`config.mk`:
```
export PLATFORM = sky130hd
export DESIGN_NAME = wutc_top
export DESIGN_NICKNAME = d
export VERILOG_FILES = /design/src/hdl/wutc_pkg.sv /design/src/hdl/wutc_tick_divider.sv /design/src/hdl/wutc_compare.sv /design/src/hdl/wutc_top.sv
export SDC_FILE = /design/constraint.sdc
export NUM_CORES = 1
export LEC_CHECK = 0
export ABC_AREA = 1
export BUFFER_PORTS_ARGS = -buffer_cell sky130_fd_sc_hd__buf_4
export CORE_AREA = 2 2 149 151
export CTS_CLUSTER_SIZE = 40
export DETAILED_ROUTE_END_ITERATION = 6
export DIE_AREA = 0 0 151 153
export GPL_TIMING_DRIVEN = 0
export MAX_ROUTING_LAYER = met4
export PLACE_DENSITY = 0.79
export SETUP_SLACK_MARGIN = 0.3
export SLEW_MARGIN = 20
export SYNTH_ARGS = -nofsm -noshare
export SYNTH_HDL_FRONTEND = slang
export SYNTH_SLANG_ARGS = --single-unit
```
`constraint.sdc`:
```
create_clock -name sys_clk -period 7.1 [get_ports sys_clk]
set_input_delay 1.775 -clock sys_clk [delete_from_list [all_inputs] [get_ports sys_clk]]
set_output_delay 1.775 -clock sys_clk [all_outputs]
set_load 0.02 [all_outputs]
```
`src/hdl/wutc_pkg.sv`:
```
package wutc_pkg;
  // Register byte addresses
  localparam logic [31:0] WUTC_ADDR_VALUE_LOW   = 32'h4000_2500;
  localparam logic [31:0] WUTC_ADDR_VALUE_HIGH  = 32'h4000_2504;
  localparam logic [31:0] WUTC_ADDR_CONTROL     = 32'h4000_2508;
  localparam logic [31:0] WUTC_ADDR_ENABLE      = 32'h4000_250C;
  localparam logic [31:0] WUTC_ADDR_CMP_A_LOW   = 32'h4000_2510;
  localparam logic [31:0] WUTC_ADDR_CMP_A_HIGH  = 32'h4000_2514;
  localparam logic [31:0] WUTC_ADDR_CMP_B_LOW   = 32'h4000_2518;
  localparam logic [31:0] WUTC_ADDR_CMP_B_HIGH  = 32'h4000_251C;
  localparam logic [31:0] WUTC_ADDR_CMP_C_LOW   = 32'h4000_2520;
  localparam logic [31:0] WUTC_ADDR_CMP_C_HIGH  = 32'h4000_2524;
  localparam logic [31:0] WUTC_ADDR_IRQ_ENABLE  = 32'h4000_2528;
  localparam logic [31:0] WUTC_ADDR_IRQ_STATUS  = 32'h4000_252C;
  localparam logic [31:0] WUTC_ADDR_IRQ_CLEAR   = 32'h4000_2530;

  // Reset values
  localparam logic [15:0] WUTC_RST_ENABLE       = 16'h0000;
  localparam logic [15:0] WUTC_RST_CONTROL      = 16'h0000;
  localparam logic [15:0] WUTC_RST_CMP_A_LOW    = 16'h1FFF;
  localparam logic [15:0] WUTC_RST_CMP_B_LOW    = 16'h2FFF;
  localparam logic [15:0] WUTC_RST_CMP_C_LOW    = 16'h3FFF;
  localparam logic [15:0] WUTC_RST_CMP_HIGH     = 16'h0000;
  localparam logic [15:0] WUTC_RST_IRQ_ENABLE   = 16'h0000;

  // Field positions
  localparam int WUTC_ENABLE_BIT    = 0;
  localparam int WUTC_CTRL_FREE_BIT = 0;
  localparam int WUTC_CTRL_DEC_BIT  = 1;
  localparam int WUTC_MATCH_A_BIT   = 0;
  localparam int WUTC_MATCH_B_BIT   = 1;
  localparam int WUTC_MATCH_C_BIT   = 2;
  localparam int WUTC_ROLL_BIT      = 3;
  localparam int WUTC_SYNC_BIT      = 8;
  localparam int WUTC_NUM_CMP       = 3;

  localparam logic [31:0] WUTC_COUNT_ZERO = 32'h0000_0000;
  localparam logic [31:0] WUTC_COUNT_FULL = 32'hFFFF_FFFF;

  // Counting tick derived from the system clock
  localparam int WUTC_SYS_CLK_HZ  = 50_000_000;
  localparam int WUTC_LF_CLK_HZ   = 32_768;
  localparam int WUTC_TICK_CYCLES = WUTC_SYS_CLK_HZ / WUTC_LF_CLK_HZ;
endpackage

```
`src/hdl/wutc_tick_divider.sv`:
```
`timescale 1ns/1ps
module wutc_tick_divider
  import wutc_pkg::*;
(
  // Clock and reset
  input  wire logic sys_clk,
  input  wire logic rst,
  // Tick output
  output logic      tick
);
  logic [11:0] count_r;
  logic [11:0] count_nxt;
  logic        tick_r;
  logic        tick_nxt;

  localparam logic [11:0] LAST = 12'(WUTC_TICK_CYCLES - 1);

  always_comb
  begin
    tick_nxt  = 1'b0;
    count_nxt = count_r + 12'h001;
    if (count_r == LAST)
    begin
      count_nxt = 12'h000;
      tick_nxt  = 1'b1;
    end
  end

  always_ff @(posedge sys_clk or posedge rst)
  begin
    if (rst)
    begin
      count_r <= 12'h000;
      tick_r  <= 1'b0;
    end
    else
    begin
      count_r <= count_nxt;
      tick_r  <= tick_nxt;
    end
  end

  assign tick = tick_r;
endmodule // wutc_tick_divider

```
`src/hdl/wutc_compare.sv`:
```
`timescale 1ns/1ps
module wutc_compare
  import wutc_pkg::*;
(
  // Clock and reset
  input  wire logic        sys_clk,
  input  wire logic        rst,
  // Comparison inputs
  input  wire logic        tick,
  input  wire logic        running,
  input  wire logic        match_enable,
  input  wire logic [31:0] count,
  input  wire logic [31:0] field,
  // One-cycle hit
  output logic             hit
);
  logic hit_r;
  logic hit_nxt;

  // No comparison at all while the enable is clear
  always_comb
  begin
    hit_nxt = 1'b0;
    if (match_enable && running && tick)
    begin
      hit_nxt = (count == field);
    end
  end

  always_ff @(posedge sys_clk or posedge rst)
  begin
    if (rst)
    begin
      hit_r <= 1'b0;
    end
    else
    begin
      hit_r <= hit_nxt;
    end
  end

  assign hit = hit_r;
endmodule // wutc_compare

```
`src/hdl/wutc_top.sv`:
```
// Summary of operation
// - Counter held at start value while enable is 0, counts when 1.
// - Outside free-running mode, counter restarts after reaching field C.
// - Each match enable gates its comparison; no flag set while clear.
// - Rollover enable raises an interrupt on free-running wrap.
// - Match enables raise interrupts when counter reaches A, B or C.
// - Each compare field joins a low and a high 16-bit register.
// - Low halves reset to 1FFF, 2FFF, 3FFF; high halves to zero.
// - Sync flag set on enable change, cleared once counter takes it.
// - Periodic up counts 0 to C; periodic down full scale to C.
// - Match flags set on enabled hit, cleared by interrupt clear write.
`timescale 1ns/1ps
module wutc_top
  import wutc_pkg::*;
(
  // Clock and reset
  input  wire logic        sys_clk,
  input  wire logic        rst,
  // Wishbone slave
  input  wire logic        wb_cyc_i,
  input  wire logic        wb_stb_i,
  input  wire logic        wb_we_i,
  input  wire logic [31:0] wb_adr_i,
  input  wire logic [3:0]  wb_sel_i,
  input  wire logic [31:0] wb_dat_i,
  output logic      [31:0] wb_dat_o,
  output logic             wb_ack_o,
  // Interrupt
  output logic             timer_irq
);
  // Register state
  logic        enable_r,     enable_nxt;
  logic        running_r,    running_nxt;
  logic        sync_r,       sync_nxt;
  logic [1:0]  control_r,    control_nxt;
  logic [15:0] cmp_low_r  [WUTC_NUM_CMP];
  logic [15:0] cmp_low_nxt [WUTC_NUM_CMP];
  logic [15:0] cmp_high_r [WUTC_NUM_CMP];
  logic [15:0] cmp_high_nxt [WUTC_NUM_CMP];
  logic [3:0]  irq_en_r,     irq_en_nxt;
  logic [3:0]  flags_r,      flags_nxt;
  logic [31:0] count_r,      count_nxt;
  logic        roll_r,       roll_nxt;
  logic        ack_r,        ack_nxt;
  logic [31:0] rdata_r,      rdata_nxt;

  // Decoded helpers
  logic        tick;
  logic        req;
  logic        wr;
  logic        free_run;
  logic        count_down;
  logic [31:0] start_value;
  logic [31:0] field     [WUTC_NUM_CMP];
  logic [WUTC_NUM_CMP-1:0] hit;
  logic [15:0] wdata;
  logic [15:0] wmask;

  localparam logic [15:0] LOW_BYTE  = 16'h00FF;
  localparam logic [15:0] HIGH_BYTE = 16'hFF00;

  wutc_tick_divider u_tick
  (
    .sys_clk (sys_clk),
    .rst     (rst),
    .tick    (tick)
  );

  genvar gi;
  generate
    for (gi = 0; gi < WUTC_NUM_CMP; gi++)
    begin : g_cmp
      assign field[gi] = {cmp_high_r[gi], cmp_low_r[gi]};
      wutc_compare u_cmp
      (
        .sys_clk      (sys_clk),
        .rst          (rst),
        .tick         (tick),
        .running      (running_r),
        .match_enable (irq_en_r[gi]),
        .count        (count_r),
        .field        (field[gi]),
        .hit          (hit[gi])
      );
    end
  endgenerate

  assign req         = wb_cyc_i && wb_stb_i;
  // Writes land on the acknowledging edge only
  assign wr          = req && wb_we_i && ack_r;
  assign free_run    = control_r[WUTC_CTRL_FREE_BIT];
  assign count_down  = control_r[WUTC_CTRL_DEC_BIT];
  assign start_value = count_down ? WUTC_COUNT_FULL : WUTC_COUNT_ZERO;
  assign wdata       = wb_dat_i[15:0];
  assign wmask       = (wb_sel_i[0] ? LOW_BYTE : 16'h0000) |
                       (wb_sel_i[1] ? HIGH_BYTE : 16'h0000);

  // Bus handshake and read data
  always_comb
  begin
    ack_nxt   = req && !ack_r;
    rdata_nxt = rdata_r;
    if (req && !ack_r)
    begin
      case (wb_adr_i)
        WUTC_ADDR_VALUE_LOW:  rdata_nxt = {16'h0000, count_r[15:0]};
        WUTC_ADDR_VALUE_HIGH: rdata_nxt = {16'h0000, count_r[31:16]};
        WUTC_ADDR_CONTROL:    rdata_nxt = {30'h0, control_r};
        WUTC_ADDR_ENABLE:     rdata_nxt = {31'h0, enable_r};
        WUTC_ADDR_CMP_A_LOW:  rdata_nxt = {16'h0000, cmp_low_r[0]};
        WUTC_ADDR_CMP_A_HIGH: rdata_nxt = {16'h0000, cmp_high_r[0]};
        WUTC_ADDR_CMP_B_LOW:  rdata_nxt = {16'h0000, cmp_low_r[1]};
        WUTC_ADDR_CMP_B_HIGH: rdata_nxt = {16'h0000, cmp_high_r[1]};
        WUTC_ADDR_CMP_C_LOW:  rdata_nxt = {16'h0000, cmp_low_r[2]};
        WUTC_ADDR_CMP_C_HIGH: rdata_nxt = {16'h0000, cmp_high_r[2]};
        WUTC_ADDR_IRQ_ENABLE: rdata_nxt = {28'h0, irq_en_r};
        WUTC_ADDR_IRQ_STATUS: rdata_nxt = {23'h0, sync_r, 4'h0, flags_r};
        default:              rdata_nxt = 32'h0000_0000;
      endcase
    end
  end

  always_ff @(posedge sys_clk or posedge rst)
  begin
    if (rst)
    begin
      ack_r   <= 1'b0;
      rdata_r <= 32'h0000_0000;
    end
    else
    begin
      ack_r   <= ack_nxt;
      rdata_r <= rdata_nxt;
    end
  end

  assign wb_ack_o = ack_r;
  assign wb_dat_o = rdata_r;

  // Software registers
  always_comb
  begin
    enable_nxt  = enable_r;
    control_nxt = control_r;
    irq_en_nxt  = irq_en_r;
    for (int i = 0; i < WUTC_NUM_CMP; i++)
    begin
      cmp_low_nxt[i]  = cmp_low_r[i];
      cmp_high_nxt[i] = cmp_high_r[i];
    end
    if (wr)
    begin
      case (wb_adr_i)
        WUTC_ADDR_ENABLE:
        begin
          // Unused upper bits are not stored
          if (wb_sel_i[0])
          begin
            enable_nxt = wdata[WUTC_ENABLE_BIT];
          end
        end
        WUTC_ADDR_CONTROL:
        begin
          if (wb_sel_i[0])
          begin
            control_nxt = wdata[1:0];
          end
        end
        WUTC_ADDR_IRQ_ENABLE:
        begin
          if (wb_sel_i[0])
          begin
            irq_en_nxt = wdata[3:0];
          end
        end
        WUTC_ADDR_CMP_A_LOW:
          cmp_low_nxt[0] = (cmp_low_r[0] & ~wmask) | (wdata & wmask);
        WUTC_ADDR_CMP_A_HIGH:
          cmp_high_nxt[0] = (cmp_high_r[0] & ~wmask) | (wdata & wmask);
        WUTC_ADDR_CMP_B_LOW:
          cmp_low_nxt[1] = (cmp_low_r[1] & ~wmask) | (wdata & wmask);
        WUTC_ADDR_CMP_B_HIGH:
          cmp_high_nxt[1] = (cmp_high_r[1] & ~wmask) | (wdata & wmask);
        WUTC_ADDR_CMP_C_LOW:
          cmp_low_nxt[2] = (cmp_low_r[2] & ~wmask) | (wdata & wmask);
        WUTC_ADDR_CMP_C_HIGH:
          cmp_high_nxt[2] = (cmp_high_r[2] & ~wmask) | (wdata & wmask);
        default:
          enable_nxt = enable_r;
      endcase
    end
  end

  always_ff @(posedge sys_clk or posedge rst)
  begin
    if (rst)
    begin
      enable_r      <= WUTC_RST_ENABLE[0];
      control_r     <= WUTC_RST_CONTROL[1:0];
      irq_en_r      <= WUTC_RST_IRQ_ENABLE[3:0];
      cmp_low_r[0]  <= WUTC_RST_CMP_A_LOW;
      cmp_low_r[1]  <= WUTC_RST_CMP_B_LOW;
      cmp_low_r[2]  <= WUTC_RST_CMP_C_LOW;
      for (int i = 0; i < WUTC_NUM_CMP; i++)
      begin
        cmp_high_r[i] <= WUTC_RST_CMP_HIGH;
      end
    end
    else
    begin
      enable_r  <= enable_nxt;
      control_r <= control_nxt;
      irq_en_r  <= irq_en_nxt;
      for (int i = 0; i < WUTC_NUM_CMP; i++)
      begin
        cmp_low_r[i]  <= cmp_low_nxt[i];
        cmp_high_r[i] <= cmp_high_nxt[i];
      end
    end
  end

  // Counter, enable hand-over and flags
  always_comb
  begin
    running_nxt = running_r;
    sync_nxt    = sync_r;
    count_nxt   = count_r;
    roll_nxt    = 1'b0;
    flags_nxt   = flags_r;
    // The counting side adopts the enable only on a tick
    if (tick)
    begin
      running_nxt = enable_r;
      sync_nxt    = 1'b0;
    end
    // A fresh change wins over the tick that clears the flag
    if (enable_nxt != enable_r)
    begin
      sync_nxt = 1'b1;
    end
    if (!running_r)
    begin
      count_nxt = start_value;
    end
    else if (tick)
    begin
      if (!free_run && count_r == field[2])
      begin
        count_nxt = start_value;
      end
      else if (count_down)
      begin
        count_nxt = count_r - 32'h0000_0001;
        roll_nxt  = free_run && irq_en_r[WUTC_ROLL_BIT] &&
                    count_r == WUTC_COUNT_ZERO;
      end
      else
      begin
        count_nxt = count_r + 32'h0000_0001;
        roll_nxt  = free_run && irq_en_r[WUTC_ROLL_BIT] &&
                    count_r == WUTC_COUNT_FULL;
      end
    end
    // Clear first, so an event in the same cycle still sets
    if (wr && wb_adr_i == WUTC_ADDR_IRQ_CLEAR && wb_sel_i[0])
    begin
      flags_nxt = flags_r & ~wdata[3:0];
    end
    flags_nxt = flags_nxt | {roll_r, hit};
  end

  always_ff @(posedge sys_clk or posedge rst)
  begin
    if (rst)
    begin
      running_r <= 1'b0;
      sync_r    <= 1'b0;
      count_r   <= WUTC_COUNT_ZERO;
      roll_r    <= 1'b0;
      flags_r   <= 4'h0;
    end
    else
    begin
      running_r <= running_nxt;
      sync_r    <= sync_nxt;
      count_r   <= count_nxt;
      roll_r    <= roll_nxt;
      flags_r   <= flags_nxt;
    end
  end

  assign timer_irq = |flags_r;
endmodule // wutc_top

```
==> results.cfg, run 1 <==
[worst_setup_path]
critPathRequiredTime_ns = 7.49
path_cells = buf_4 > inv_1 > nand2_1 > nor3_4 > nand2_4 > buf_6 > nor2_4 > buf_2 > nand3_1 > nand2_1 > nor2_1 > nand3b_1 > nand2_1 > nand2_1
r2r_cells = 13
crit_path_end_kind = flip-flop
rrSetupSlack_ns = 4.30
critPathCapture = wb_dat_o[5]
regToRegStartpoint = control_r[1]
critPathLaunchType = input port
r2r-end = count_r[28]
worst-setup-path-type = in2reg
cp_max_fo = 10
cpMostUsedCell = nand2_1
cp.arrival_ns = 3.78
critPathLaunch = wb_adr_i[14]
slowest_delay_ns = 0.29
critPathSlowestCell = buf_2

[layout]
register_area_um2 = 4431
multi_input_area_um2 = 6944
final_common_cell = nand2_1
final_cell_mix = nand2_1, inv_1, nor2_1
area_growth_pct = 12.58
drive_gt1_share_pct = 13.28
antenna_cells = 0
nFillCells = 1976
nNetsFinal = 2126
instances_no_fill = 2313

[place]
dp.final_hpwl_um = 32800
port_buffers = 72
routabilityCongestion = 1.022
dp_cells = 2281

[floorplan]
die_y_um = 153
dieArea_um2 = 23100
rows = 54
io_pins = 107
start_util_pct = 59.05
core_area_um2 = 21490
die_x_um = 151

[clocking]
cts_buffer_depth = 2
clockRootBuffer = clkbuf_16
numClockSinks = 175
cts.repair.resized = 0
cts-htree-levels = 4
post-cts-setup-buffer-count = 0
holdBufCountCts = 0
cts_tree = built
clkLatencyLatePin_ns = 0.46
cts-buffers-inserted = 17
clkTransAtPathRegs_ns = 0.08

[timing]
holdWs_ns = 0.4468
period_share_pct = 47.66
finalClockSkew_ns = 0.01670
setup_viol = 0
worstMarginPinSlew_ns = 0.8587
hold_viol = 0
rsz0062_at_grt = no
max_slew_margin_pct = 42.75
fmax_ghz = 0.2955
slew_viol_final = 0
min_period_ns = 3.384

[pwr]
ir_worst_vdd_v = 0.0001263
power_leakage_nw = 7.630
p_per_area_nw_per_um2 = 147.6
power_w = 0.002108

[grt]
grt_use_met1_pct = 48.17
grt_pass1_wl_um = 66200
grt_pass1_vias = 12290
use_met3_pct = 6.567
track_usage_pct = 38.69
antenna_found_initial = 0
grt-ovfl-total = 0
use_met2_pct = 62.12
top_usage_layer = met2
grt_start_max_net_pins = 97

[synth]
ys_seq_area_share_pct = 34.91
synth_cell_type_count = 46
syn_area_um2 = 12690
synth-async-reset-ratio_pct = 100.0
ys_seq_elements = 175
yosys_warnings = 0
synth-simple-area-share_pct = 38.68
synth_adder_area_share_pct = 3.314
ys.flop_type = dfrtp_1
synth-xor-area-share_pct = 4.142
synthMuxAreaShare_pct = 0
synth_cells = 1913
synth-compound-area-share_pct = 8.126
synth_top_family_by_area = simple AND/OR/NAND/NOR gates
synth.avg_cell_area_um2 = 6.632
synth_enable_flop_cells = 0

[flow_run]
cap_violations = 0

[detailed_routing]
wl_per_cell_um = 18.12
drt-pass1-iter-count = 5
postRouteAntennaNets = 0
wl_um = 41920
via_per_inst = 5.538
drc = 0
vias = 12810
drt_iter0_drc = 1059

[hold_path]
min_path_type = reg2reg

[run_status]
status = completed
## cells by family (layout without fill, tap and decap cells)
group / Yosys count / count (layout)
flops: 175 / 175
compound gates: 190 / 190
xor+xnor: 60 / 60
fa+ha+maj: 33 / 33
simple gates: 1131 / 1131
buf+inv: 323 / 428
other cells: 1 / 16
## stage by stage
stage          setup WS (ns)  area (um2)  utilization, %  TNS, ns
3_3_place_gp          -1.302       13630           63.46  -173.86
3_5_place_dp           3.347       13670           63.63        0
6_report               3.716       14280           66.48        0
4_1_cts                3.785       14280           66.48        0
2_1_floorplan         0.6460       12740               -        0
5_1_grt                3.533       14280           66.48        0
## how the worst min path moves through the flow
stage	start	cells past startpoint	slack, ns	to
final	g_cmp[1].u_cmp.hit	1	0.45	flags_r[1]
after global routing	g_cmp[1].u_cmp.hit	1	0.47	flags_r[1]
after CTS	g_cmp[1].u_cmp.hit	1	0.45	flags_r[1]
after detailed placement	g_cmp[1].u_cmp.hit	1	0.42	flags_r[1]
after global placement	g_cmp[1].u_cmp.hit	1	0.42	flags_r[1]
after floorplan	g_cmp[0].u_cmp.hit	1	0.42	flags_r[0]
## area by class of cell
class	instances	area share (%)
plain buffers	90	3.469
clock buffers	19	3.101
clock inverters	13	1.191
inverters	233	6.176
multi-input cells	1430	48.62
flip-flops and latches	175	31.02
well taps	280	2.453
repair buffers	73	3.977
## per-layer routing
layer  wire (um)  up-vias
met5           0        -
met1       16830     5916
met4        1907        0
li1            -     6218
met3        3341      120
met2       19840      555
## cells in the mapped netlist (all sizes together), types with 3 or more instances
library cell	n	share of area [%]
inv	233	6.9
dfstp	40	8.3
nor2	182	5.5
and2	8	0.39
ha	32	3.2
nand4	24	1.2
a21oi	26	1.0
clkbuf	18	0.58
buf	72	3.3
nand2	677	20
o22ai	5	0.25
dfrtp	135	27
and3	3	0.15
nor3	32	2.3
xor2	16	1.1
o21ai	135	5.3
xnor2	44	3.0
a221oi	9	0.62
o21bai	5	0.30
nand3b	20	1.2
nand3	157	6.2
or2	16	0.79
nor4	10	0.49
## critical path, delay by kind of cell
kind / cells / cell delay (ns)
buf+inv: 4 / 0.65
simple gates: 10 / 1.34
## where the power goes
group	total, W	internal (W)	switching [W]
logic	0.0000880	0.0000306	0.0000574
clock network	0.00102	0.000545	0.000476
registers	0.000998	0.000998	0.000000344
total	0.00211	0.00157	0.000534
(Power assumes the default switching activity.)
==> run 2, diff against run 1 <==
--- a/config.mk
+++ b/config.mk
@@ -7,13 +7,13 @@
 export LEC_CHECK = 0
 export ABC_AREA = 1
 export BUFFER_PORTS_ARGS = -buffer_cell sky130_fd_sc_hd__buf_4
-export CORE_AREA = 2 2 149 151
+export CORE_AREA = 2 2 155 157
 export CTS_CLUSTER_SIZE = 40
 export DETAILED_ROUTE_END_ITERATION = 6
-export DIE_AREA = 0 0 151 153
+export DIE_AREA = 0 0 157 159
 export GPL_TIMING_DRIVEN = 0
 export MAX_ROUTING_LAYER = met4
-export PLACE_DENSITY = 0.79
+export PLACE_DENSITY = 0.77
 export SETUP_SLACK_MARGIN = 0.3
 export SLEW_MARGIN = 20
 export SYNTH_ARGS = -nofsm -noshare
==> constraint.sdc (replaced) <==
create_clock -name sys_clk -period 2.75 [get_ports sys_clk]
set_input_delay 0.6875 -clock sys_clk [delete_from_list [all_inputs] [get_ports sys_clk]]
set_output_delay 0.6875 -clock sys_clk [all_outputs]
set_load 0.02 [all_outputs]
==> results.cfg, run 2 (same netlist as run 1, synthesis figures left out) <==
[run_status]
status = completed

[floorplan]
core_area_um2 = 23190
start_util_pct = 54.70
die_y_um = 159
io_pins = 107
rows = 56
dieArea_um2 = 24960
die_x_um = 157

[clocking]
clkLatencyLatePin_ns = 0.46
cts_tree = built
holdBufCountCts = 0
clockRootBuffer = clkbuf_16
cts-buffers-inserted = 17
clkTransAtPathRegs_ns = 0.08
cts_buffer_depth = 2
numClockSinks = 175
cts-htree-levels = 4

[worst_setup_path]
path_cells = buf_12 > ha_1 > nand2_1 > inv_1 > nand2_1 > nor3_2 > nand2_1 > nand2_1 > nand2_1 > nand2_1 > nand2_1 > nand2_1 > nor2_1 > nor2_1 > nor2_1
worst-setup-path-type = reg2reg
r2r_cells = 15
crit_family = simple AND/OR/NAND/NOR gates
cpMostUsedCell = nand2_1
regToRegStartpoint = control_r[1]
cp_max_fo = 8
critPathLaunch = control_r[1]
cp_num_buf_inv = 2
slowest_delay_ns = 0.56
cp_num_cells = 15
crit_path_end_kind = flip-flop
r2r-end = count_r[31]
cp.arrival_ns = 2.75
critPathRequiredTime_ns = 3.09
rrSetupSlack_ns = 0.33
critPathSlowestCell = dfrtp_4
critPathCapture = count_r[31]
critPathLaunchType = flip-flop

[place]
dp_cells = 2325
placed_area_um2 = 13820
port_buffers = 72
dp.final_hpwl_um = 33110
routabilityCongestion = 0.9817

[timing]
min_period_ns = 2.415
rsz0062_at_grt = yes
holdWs_ns = 0.1558
fmax_ghz = 0.4140
period_share_pct = 87.83
setup_viol = 0
worstMarginPinSlew_ns = 0.8843
slew_viol_final = 0
max_slew_margin_pct = 40.83
tns_ns = 0
finalClockSkew_ns = 0.01789
hold_viol = 0

[grt]
track_usage_pct = 35.58
use_met2_pct = 57.30
grt_start_max_net_pins = 35
grt_pass1_vias = 11900
use_met3_pct = 4.164
antenna_found_initial = 0
grt-ovfl-total = 0
top_usage_layer = met2
grt_pass1_wl_um = 65850
grt_use_met1_pct = 45.27

[detailed_routing]
wl_per_cell_um = 18.05
drt-pass1-iter-count = 6
drc = 0
postRouteAntennaNets = 0
vias = 12870
drt_iter0_drc = 1243
wl_um = 42660
via_per_inst = 5.442

[layout]
drive_gt1_share_pct = 16.87
instances_no_fill = 2364
nNetsFinal = 2138
final_common_cell = nand2_1
antenna_cells = 0
stdcell_area_um2 = 14830
area_growth_pct = 16.89
final_cell_mix = nand2_1, inv_1, nor2_1

[pwr]
power_w = 0.005316
p_per_area_nw_per_um2 = 358.4
ir_worst_vdd_v = 0.0002815
power_leakage_nw = 7.658

[hold_path]
min_path_type = in2async

[flow_run]
cap_violations = 0
-- run 2: cell types whose count changed in the layout (fill, tap and decap cells not counted), moves of 12 or more --
cell / delta
ha_1: -23
ha_4: +15
nor2_1: -13
nand2_1: -12
nand2_2: +12
nor2_2: +12
-- run 2: through the flow --
step	setup slack, ns	util [%]
2_1_floorplan	-0.1435	-
3_3_place_gp	-1.231	59.01
3_5_place_dp	0.05417	59.57
4_1_cts	0.3137	62.40
5_1_grt	0.1757	63.95
6_report	0.3346	63.95
-- run 2: layout make-up --
| cell class | instances | area [um2] |
|---|---|---|
| Buffer | 90 | 509.2 |
| Clock buffer | 18 | 439.2 |
| Clock inverter | 14 | 162.7 |
| Fill cell | 2107 | 8362 |
| Inverter | 233 | 878.3 |
| Multi-Input combinational cell | 1430 | 7261 |
| Sequential cell | 175 | 4436 |
| Tap cell | 319 | 399.1 |
| Timing Repair Buffer | 85 | 745.7 |
-- run 2: how the worst min path moves through the flow --
stage | endpoint | start | slack (ns)
global route | wb_dat_o[10] | rst | 0.15
finish | wb_dat_o[10] | rst | 0.16
detailed placement | flags_r[1] | g_cmp[1].u_cmp.hit | 0.43
floorplan | flags_r[0] | g_cmp[0].u_cmp.hit | 0.42
CTS | wb_dat_o[10] | rst | 0.15
global placement | flags_r[1] | g_cmp[1].u_cmp.hit | 0.42
-- run 2: where the power goes --
part	internal (W)	leakage (nW)	switching [W]
combinational	0.0000930	5.12	0.000152
clock	0.00125	0.289	0.00125
sequential	0.00258	2.25	0.000000829
-- run 2: timing repair --
item / in CTS / in global routing
buffers inserted: 4 / 3
setup endpoints to repair: 22 / 32
gates resized for setup: 2 / 74
pin swaps: 0 / 3
-- run 2: per-layer routing --
| layer | up-vias | part of all wire, % |
|---|---|---|
| met4 | 0 | 4.4 |
| li1 | 6256 | - |
| met2 | 542 | 48 |
| met3 | 115 | 7.4 |
| met1 | 5952 | 40 |
| met5 | - | 0 |
